File: src/hw/mswt_pkg.sv
/*
  Package for the microstep wave table, low words: register indices, reset
  contents, width codes and own register offsets.
  Assumes an AXI4-Lite master with 32-bit data; byte address = 4 * index.
*/
package mswt_pkg;
  localparam int unsigned MSWT_DW = 32;
  localparam int unsigned MSWT_AW = 12;
  localparam int unsigned MSWT_AMP_W = 9;
  localparam int unsigned MSWT_POS_W = 7;
  // Register indices
  localparam logic [7:0] MSWT_IDX_WORD0 = 8'h60;
  localparam logic [7:0] MSWT_IDX_WORD1 = 8'h61;
  localparam logic [7:0] MSWT_IDX_WORD2 = 8'h62;
  localparam logic [7:0] MSWT_IDX_SEG = 8'h70;
  localparam logic [7:0] MSWT_IDX_START = 8'h71;
  localparam logic [7:0] MSWT_IDX_POS = 8'h72;
  localparam logic [7:0] MSWT_IDX_CUR = 8'h73;
  // Reset contents: sine table words, other registers zero
  localparam logic [31:0] MSWT_RST_WORD0 = 32'haaaa_b554;
  localparam logic [31:0] MSWT_RST_WORD1 = 32'h4a95_54aa;
  localparam logic [31:0] MSWT_RST_WORD2 = 32'h2449_2929;
  localparam logic [31:0] MSWT_RST_SEG = 32'h0000_0000;
  localparam logic [31:0] MSWT_RST_START = 32'h0000_0000;
  localparam logic [31:0] MSWT_RST_POS = 32'h0000_0000;
  // Field positions
  localparam int unsigned MSWT_SEG_W0_LSB = 0;
  localparam int unsigned MSWT_SEG_W1_LSB = 2;
  localparam int unsigned MSWT_SEG_W2_LSB = 4;
  localparam int unsigned MSWT_START_A_LSB = 0;
  localparam int unsigned MSWT_START_B_LSB = 16;
  localparam int unsigned MSWT_PHASE_A_CURRENT_LSB = 0;
  localparam int unsigned MSWT_PHASE_B_CURRENT_LSB = 16;
  // AXI responses
  localparam logic [1:0] MSWT_RESP_OKAY = 2'b00;
  localparam logic [1:0] MSWT_RESP_SLVERR = 2'b10;
  // Width codes
  typedef enum logic [1:0] {
    MSWT_W_DN1 = 2'b00,
    MSWT_W_Z = 2'b01,
    MSWT_W_UP1 = 2'b10,
    MSWT_W_UP2 = 2'b11
  } mswt_width_t;
endpackage : mswt_pkg

File: src/hw/mswt_step_dec.sv
/*
  Decoder turning one table bit and its width code into a signed step.
  Assumes the width code is stable while the bit is in use.
*/
`timescale 1ns/1ps
`default_nettype none
module mswt_step_dec
  import mswt_pkg::*;
(
  input wire logic tbl_bit,
  input wire logic [1:0] width_code,
  output logic signed [2:0] step
);
  // Base step per width code, one more when the bit is set
  always_comb begin
    case (width_code)
      MSWT_W_DN1: step = 3'sb111;
      MSWT_W_Z: step = 3'sb000;
      MSWT_W_UP1: step = 3'sb001;
      MSWT_W_UP2: step = 3'sb010;
      default: step = 3'sb000;
    endcase
    if (tbl_bit) begin
      step = step + 3'sb001;
    end
  end
endmodule // mswt_step_dec
`default_nettype wire

File: src/hw/mswt_table_low.sv
/*
  Microstep wave table, low three words, with an AXI4-Lite slave and a
  quarter-wave accumulator that walks entries 0 to 95 toward a target
  position.  Assumes one write and one read outstanding at a time.
*/
// Chosen here: the AXI4-Lite slave port.
`timescale 1ns/1ps
`default_nettype none
module mswt_table_low
  import mswt_pkg::*;
#(
  parameter int unsigned ENTRIES = 96
) (
  input wire logic aclk,
  input wire logic aresetn,
  input wire logic [MSWT_AW-1:0] s_axi_awaddr,
  input wire logic [2:0] s_axi_awprot,
  input wire logic s_axi_awvalid,
  output logic s_axi_awready,
  input wire logic [MSWT_DW-1:0] s_axi_wdata,
  input wire logic [3:0] s_axi_wstrb,
  input wire logic s_axi_wvalid,
  output logic s_axi_wready,
  output logic [1:0] s_axi_bresp,
  output logic s_axi_bvalid,
  input wire logic s_axi_bready,
  input wire logic [MSWT_AW-1:0] s_axi_araddr,
  input wire logic [2:0] s_axi_arprot,
  input wire logic s_axi_arvalid,
  output logic s_axi_arready,
  output logic [MSWT_DW-1:0] s_axi_rdata,
  output logic [1:0] s_axi_rresp,
  output logic s_axi_rvalid,
  input wire logic s_axi_rready,
  output logic [MSWT_AMP_W-1:0] phase_a_current,
  output logic [MSWT_AMP_W-1:0] phase_b_current,
  output logic walk_done
);
  // Table storage, three words flattened to one bit vector
  logic [31:0] word_q [3];
  logic [31:0] word_d [3];
  logic [31:0] seg_q, seg_d, start_q, start_d, pos_q, pos_d;
  // Write channel state
  logic aw_held_q, aw_held_d, w_held_q, w_held_d;
  logic [MSWT_AW-1:0] awaddr_q, awaddr_d;
  logic [31:0] wdata_q, wdata_d;
  logic [3:0] wstrb_q, wstrb_d;
  logic bvalid_q, bvalid_d;
  logic [1:0] bresp_q, bresp_d;
  // Read channel state
  logic rvalid_q, rvalid_d;
  logic [31:0] rdata_q, rdata_d;
  logic [1:0] rresp_q, rresp_d;
  // Walker state
  logic [MSWT_POS_W-1:0] idx_q, idx_d;
  logic signed [MSWT_AMP_W+1:0] acc_q, acc_d;
  logic [MSWT_AMP_W-1:0] phase_a_current_q, phase_a_current_d, phase_b_current_q, phase_b_current_d;
  logic done_q, done_d;
  logic [95:0] tbl_bits;
  logic [1:0] width_now;
  logic signed [2:0] step_now;
  logic [MSWT_POS_W-1:0] target;
  logic [7:0] aw_idx, ar_idx;
  logic do_write;

  // Entry n sits at bit n mod 32 of word n/32, so bit 31 of word 2 is the top entry
  assign tbl_bits = {word_q[2], word_q[1], word_q[0]};
  assign aw_idx = awaddr_q[9:2];
  assign ar_idx = s_axi_araddr[9:2];
  assign do_write = aw_held_q && w_held_q && !bvalid_q;
  // Target beyond the quarter in the low 7 bits of pos is clamped, the table covers no more
  assign target = (pos_q[MSWT_POS_W-1:0] >= ENTRIES[MSWT_POS_W-1:0]) ?
    MSWT_POS_W'(ENTRIES - 1) : pos_q[MSWT_POS_W-1:0];
  // Segment of the entry picks its width code
  always_comb begin
    case (idx_q[6:5])
      2'd0: width_now = seg_q[MSWT_SEG_W0_LSB +: 2];
      2'd1: width_now = seg_q[MSWT_SEG_W1_LSB +: 2];
      default: width_now = seg_q[MSWT_SEG_W2_LSB +: 2];
    endcase
  end

  mswt_step_dec u_dec (
    .tbl_bit(tbl_bits[idx_q]),
    .width_code(width_now),
    .step(step_now)
  );

  // Write path: address and data taken in either order, answer after both
  always_comb begin
    aw_held_d = aw_held_q;
    w_held_d = w_held_q;
    awaddr_d = awaddr_q;
    wdata_d = wdata_q;
    wstrb_d = wstrb_q;
    bvalid_d = bvalid_q;
    bresp_d = bresp_q;
    for (int i = 0; i < 3; i++) begin
      word_d[i] = word_q[i];
    end
    seg_d = seg_q;
    start_d = start_q;
    pos_d = pos_q;
    // Take a channel only on its own handshake, so a held valid is never taken twice
    if (s_axi_awvalid && s_axi_awready) begin
      aw_held_d = 1'b1;
      awaddr_d = s_axi_awaddr;
    end
    if (s_axi_wvalid && s_axi_wready) begin
      w_held_d = 1'b1;
      wdata_d = s_axi_wdata;
      wstrb_d = s_axi_wstrb;
    end
    if (do_write) begin
      aw_held_d = 1'b0;
      w_held_d = 1'b0;
      bvalid_d = 1'b1;
      bresp_d = MSWT_RESP_OKAY;
      for (int b = 0; b < 4; b++) begin
        if (wstrb_q[b]) begin
          case (aw_idx)
            MSWT_IDX_WORD0: word_d[0][b*8 +: 8] = wdata_q[b*8 +: 8];
            MSWT_IDX_WORD1: word_d[1][b*8 +: 8] = wdata_q[b*8 +: 8];
            MSWT_IDX_WORD2: word_d[2][b*8 +: 8] = wdata_q[b*8 +: 8];
            MSWT_IDX_SEG: seg_d[b*8 +: 8] = wdata_q[b*8 +: 8];
            MSWT_IDX_START: start_d[b*8 +: 8] = wdata_q[b*8 +: 8];
            MSWT_IDX_POS: pos_d[b*8 +: 8] = wdata_q[b*8 +: 8];
            default: bresp_d = MSWT_RESP_SLVERR;
          endcase
        end
      end
      if (!(aw_idx inside {MSWT_IDX_WORD0, MSWT_IDX_WORD1, MSWT_IDX_WORD2,
          MSWT_IDX_SEG, MSWT_IDX_START, MSWT_IDX_POS})) begin
        bresp_d = MSWT_RESP_SLVERR;
      end
    end
    if (bvalid_q && s_axi_bready) begin
      bvalid_d = 1'b0;
    end
  end

  // Read path: one cycle from address to data
  always_comb begin
    rvalid_d = rvalid_q;
    rdata_d = rdata_q;
    rresp_d = rresp_q;
    if (s_axi_arvalid && s_axi_arready) begin
      rvalid_d = 1'b1;
      rresp_d = MSWT_RESP_OKAY;
      case (ar_idx)
        MSWT_IDX_WORD0: rdata_d = word_q[0];
        MSWT_IDX_WORD1: rdata_d = word_q[1];
        MSWT_IDX_WORD2: rdata_d = word_q[2];
        MSWT_IDX_SEG: rdata_d = seg_q;
        MSWT_IDX_START: rdata_d = start_q;
        MSWT_IDX_POS: rdata_d = pos_q;
        MSWT_IDX_CUR: rdata_d = {7'd0, phase_b_current_q, 7'd0, phase_a_current_q};
        default: begin
          rdata_d = 32'h0000_0000;
          rresp_d = MSWT_RESP_SLVERR;
        end
      endcase
    end else if (rvalid_q && s_axi_rready) begin
      rvalid_d = 1'b0;
    end
  end

  // Walker: one entry per clock, restarts on any change of table or target
  always_comb begin
    idx_d = idx_q;
    acc_d = acc_q;
    phase_a_current_d = phase_a_current_q;
    phase_b_current_d = phase_b_current_q;
    done_d = done_q;
    if (do_write) begin
      idx_d = '0;
      acc_d = (MSWT_AMP_W+2)'(start_q[MSWT_START_A_LSB +: MSWT_AMP_W]);
      done_d = 1'b0;
    end else if (!done_q) begin
      if (idx_q == target) begin
        done_d = 1'b1;
        if (target == '0) begin
          phase_a_current_d = start_q[MSWT_START_A_LSB +: MSWT_AMP_W];
        end else if (acc_q < 0) begin
          phase_a_current_d = '0;
        end else begin
          phase_a_current_d = acc_q[MSWT_AMP_W-1:0];
        end
        phase_b_current_d = start_q[MSWT_START_B_LSB +: MSWT_AMP_W];
      end else begin
        acc_d = acc_q + (MSWT_AMP_W+2)'(step_now);
        idx_d = idx_q + 1'b1;
      end
    end
  end

  // Registers; reset loads the sine table
  always_ff @(posedge aclk) begin
    if (!aresetn) begin
      word_q[0] <= MSWT_RST_WORD0;
      word_q[1] <= MSWT_RST_WORD1;
      word_q[2] <= MSWT_RST_WORD2;
      seg_q <= MSWT_RST_SEG;
      start_q <= MSWT_RST_START;
      pos_q <= MSWT_RST_POS;
      aw_held_q <= 1'b0;
      w_held_q <= 1'b0;
      awaddr_q <= '0;
      wdata_q <= '0;
      wstrb_q <= '0;
      bvalid_q <= 1'b0;
      bresp_q <= MSWT_RESP_OKAY;
      rvalid_q <= 1'b0;
      rdata_q <= '0;
      rresp_q <= MSWT_RESP_OKAY;
      idx_q <= '0;
      acc_q <= '0;
      phase_a_current_q <= '0;
      phase_b_current_q <= '0;
      done_q <= 1'b0;
    end else begin
      for (int i = 0; i < 3; i++) begin
        word_q[i] <= word_d[i];
      end
      seg_q <= seg_d;
      start_q <= start_d;
      pos_q <= pos_d;
      aw_held_q <= aw_held_d;
      w_held_q <= w_held_d;
      awaddr_q <= awaddr_d;
      wdata_q <= wdata_d;
      wstrb_q <= wstrb_d;
      bvalid_q <= bvalid_d;
      bresp_q <= bresp_d;
      rvalid_q <= rvalid_d;
      rdata_q <= rdata_d;
      rresp_q <= rresp_d;
      idx_q <= idx_d;
      acc_q <= acc_d;
      phase_a_current_q <= phase_a_current_d;
      phase_b_current_q <= phase_b_current_d;
      done_q <= done_d;
    end
  end

  // Ready flags are flops: awready and wready low while their word is held, arready low while a read answer waits
  always_ff @(posedge aclk) begin
    if (!aresetn) begin
      s_axi_awready <= 1'b0;
      s_axi_wready <= 1'b0;
      s_axi_arready <= 1'b0;
    end else begin
      s_axi_awready <= !aw_held_d && !s_axi_awready;
      s_axi_wready <= !w_held_d && !s_axi_wready;
      s_axi_arready <= !rvalid_d && !s_axi_arready && s_axi_arvalid;
    end
  end

  assign s_axi_bvalid = bvalid_q;
  assign s_axi_bresp = bresp_q;
  assign s_axi_rvalid = rvalid_q;
  assign s_axi_rdata = rdata_q;
  assign s_axi_rresp = rresp_q;
  assign phase_a_current = phase_a_current_q;
  assign phase_b_current = phase_b_current_q;
  assign walk_done = done_q;
endmodule // mswt_table_low
`default_nettype wire

File: config.mk
export PLATFORM = sky130hd
export DESIGN_NAME = mswt_table_low
export DESIGN_NICKNAME = d
export VERILOG_FILES = /design/src/hw/mswt_pkg.sv /design/src/hw/mswt_step_dec.sv /design/src/hw/mswt_table_low.sv
export SDC_FILE = /design/constraint.sdc
export NUM_CORES = 1
export LEC_CHECK = 0
export BUFFER_PORTS_ARGS = -buffer_cell sky130_fd_sc_hd__buf_4
export CAP_MARGIN = 20
export CORE_MARGIN = 8
export CORE_UTILIZATION = 45
export CTS_BUF_LIST = sky130_fd_sc_hd__clkbuf_8
export DETAILED_ROUTE_END_ITERATION = 10
export GPL_TIMING_DRIVEN = 0
export SLEW_MARGIN = 10
export SYNTH_ARGS = -nofsm -noshare
export SYNTH_HDL_FRONTEND = slang
export SYNTH_SLANG_ARGS = --single-unit
File: constraint.sdc
create_clock -name aclk -period 13.6 [get_ports aclk]
set_clock_uncertainty 0.1 [all_clocks]
set_input_delay 3.4 -clock aclk [delete_from_list [all_inputs] [get_ports aclk]]
set_output_delay 3.4 -clock aclk [all_outputs]
set_load 0.03 [all_outputs]
==> flow_summary.json <==
{
  "dieHeight_um": 197.8,
  "place_congestion": 0.9474,
  "path_cells": "buf_4 -> clkbuf_1 -> buf_1 -> buf_1 -> clkbuf_1 -> nor2_1 -> o21ai_0 -> a21boi_0",
  "critPathTopFamily": "buffers and inverters",
  "dp.cells": 2198,
  "syn_area_per_cell_um2": 9.064,
  "pre_cts_slack_ns": 6.977,
  "antenna_left": 0,
  "netlist_area_um2": 14870,
  "rsz0062_at_grt": "no",
  "post_drt_wl_per_cell_um": 22.77,
  "final_cell_mix": "nand2_1 (343), dfxtp_1 (314), mux2i_1 (138), a21boi_0 (126)",
  "antenna_found_initial": 3,
  "crit_buf_inv": 5,
  "grt_pass1_wl_mm": 77.77,
  "first_pass_iters": 6,
  "synth-warning-count": 0,
  "drive_above_1_share_pct": 14.85,
  "crit_slowest_cell": "buf_1",
  "clk_latency_ns": 0.61,
  "worstMarginPinSlew_ns": 1.104,
  "vias": 13074,
  "drt_iter0_markers": 1091,
  "period_share_pct": 43.95,
  "ir_drop_v": 0.00006448,
  "seqCellArea_um2": 6286,
  "htree_levels": 2,
  "start_util_pct": 45.72,
  "synth_edf_count": 0,
  "fill_cells": 3139,
  "overflow": 0,
  "outcome": "finished clean",
  "drc": 0,
  "tns_ns": 0,
  "cts_resized": 0,
  "finalHoldViolCount": 0,
  "clockRootBuffer": "clkbuf_8",
  "final_common_cell": "nand2_1",
  "async_flop_share_pct": 0,
  "fin_crit_ns": 5.977,
  "fin_cells": 2290,
  "coreArea_um2": 32540,
  "track_usage_pct": 26.01,
  "p_leak_nw": 6.603,
  "cp-end-kind": "register",
  "setup_viol": 0,
  "cts_setup_buffers": 0,
  "routed_wl_mm": 52.15,
  "hp-class": "register to register",
  "numPortBuffers": 114,
  "grt_max_degree": 16,
  "drv_cap": 0,
  "area_growth_pct": 17.03,
  "ys_seq_area_share_pct": 42.26,
  "p_per_area_nw_per_um2": 112.2,
  "yosys.cell_types.count": 65,
  "cts_buffer_depth": 3,
  "critical_path.max_fanout": 10,
  "fp.dieW_um": 197.8,
  "dp_hpwl_mm": 37.69,
  "grt_pass1_vias": 12642,
  "cts_sinks": 314,
  "cts_tree": "done",
  "avgViaCountPerCell": 5.709,
  "syn_inst": 1641,
  "crit_path_max_incr_delay_ns": 0.72,
  "worstPathArrival_ns": 6.35,
  "maxSlewHeadroom_pct": 25.83,
  "timing.fmax_mhz": 167.3,
  "layout_setup_ws_ns": 7.623,
  "io_pins": 133,
  "synth-seq-cells": 314,
  "finalMaxSlewViolations": 0,
  "critical_path_class": "primary input to register",
  "num_rows": 66,
  "cts_hold_buf": 0,
  "whs_ns": 0.3214,
  "yosys_most_used_dff": "dfxtp_1",
  "finalNetCount": 1900,
  "die-area_um2": 39130,
  "worstPathRequired_ns": 13.97,
  "cts_made_buffers": 55,
  "multi_input_area_um2": 8045,
  "start_kind": "primary input",
  "path_clk_slew_ns": 0.07
}
[layout make-up]
| type | count | area share (%) |
|---|---|---|
| Multi-Input combinational cell | 1202 | 46.22 |
| Sequential cell | 314 | 36.11 |
| Clock buffer | 66 | 5.219 |
| Timing Repair Buffer | 114 | 4.917 |
| Tap cell | 442 | 3.177 |
| Buffer | 106 | 2.782 |
| Clock inverter | 23 | 1.100 |
| Inverter | 20 | 0.4313 |
| Antenna cell | 3 | 0.04313 |
[stage by stage]
stage	util, %	power, W	instance area (um2)
after floorplan	-	0.001024	14880
after global placement	50.06	0.001082	16290
after detailed placement	50.08	0.001084	16290
after CTS	53.46	0.001964	17390
after global routing	53.48	0.002016	17400
final	53.50	0.001952	17410
[cells in the mapped netlist, types with 3 or more instances]
master | number | share of area [%]
dfxtp_1 | 314 | 42
mux2_2 | 44 | 3.3
o21ai_0 | 39 | 1.3
a22oi_1 | 67 | 3.4
mux4_2 | 3 | 0.45
clkbuf_1 | 84 | 2.1
and2_0 | 3 | 0.13
a21oi_1 | 22 | 0.74
a222oi_1 | 18 | 1.2
inv_1 | 20 | 0.50
nand2_1 | 343 | 8.7
mux4_1 | 13 | 2.3
a221oi_1 | 4 | 0.24
buf_2 | 10 | 0.34
nor3_1 | 9 | 0.30
nor2_1 | 48 | 1.2
a21o_1 | 3 | 0.15
mux2i_1 | 138 | 9.3
o21bai_1 | 3 | 0.15
buf_6 | 3 | 0.23
nand2b_1 | 6 | 0.25
nand3_1 | 70 | 2.4
buf_4 | 5 | 0.25
xor2_1 | 8 | 0.47
nor2b_1 | 119 | 5.0
or3_1 | 4 | 0.17
xnor2_1 | 12 | 0.71
and2_1 | 7 | 0.29
nor2_2 | 8 | 0.34
and3_1 | 3 | 0.13
o22ai_1 | 3 | 0.13
o211ai_1 | 12 | 0.61
ha_1 | 13 | 1.1
o211a_1 | 16 | 1.1
a21boi_0 | 126 | 6.4
[worst paths after layout]
check / start / endpoint / slack [ns] / cells past startpoint
max: s_axi_araddr[2] / s_axi_rdata[25] / 7.62 / 8
min: aw_held_q / s_axi_awready / 0.32 / 1
max reg2reg: idx_q[0] / acc_q[10] / 7.89 / 18
min reg2reg: aw_held_q / s_axi_awready / 0.32 / 1
[cell families after synthesis]
kind of cell	after synthesis	share of synthesized area (%)
other	1	0.02521
AOI/OAI and AO/OA	335	16.66
and+or+nand+nor	633	19.52
adders and majority gates	14	1.228
buffers and inverters	126	3.760
xor gates and xnor gates	20	1.178
DFF	314	42.26
muxes	198	15.37
[registers in the layout, summed over array words and instances (netlist names)]
signal,flops
phase_b_current,9
pos_q,32
s_axi_arready,1
awaddr_q,8
acc_q,11
s_axi_awready,1
seg_q,32
walk_done,1
wdata_q,32
s_axi_wready,1
aw_held_q,1
s_axi_bresp,1
word_q,96
idx_q,7
w_held_q,1
phase_a_current,9
s_axi_rdata,32
s_axi_bvalid,1
s_axi_rvalid,1
s_axi_rresp,1
start_q,32
wstrb_q,4
[where the power goes]
group	switching [W]	total [W]	internal [W]
Clock	0.000395	0.000887	0.000492
Combinational	0.0000703	0.000117	0.0000467
Sequential	0.0000176	0.000948	0.000930
Total	0.000483	0.00195	0.00147
[per-layer routing]
metal	wire length (um)	global-route usage, %	part of all wire, %
met2	23200	40.87	44
met5	0	0	0
met4	2220	10.76	4.3
met3	4198	5.535	8.0
met1	22530	34.30	43
Note: power is estimated with default switching activity, not from simulation.
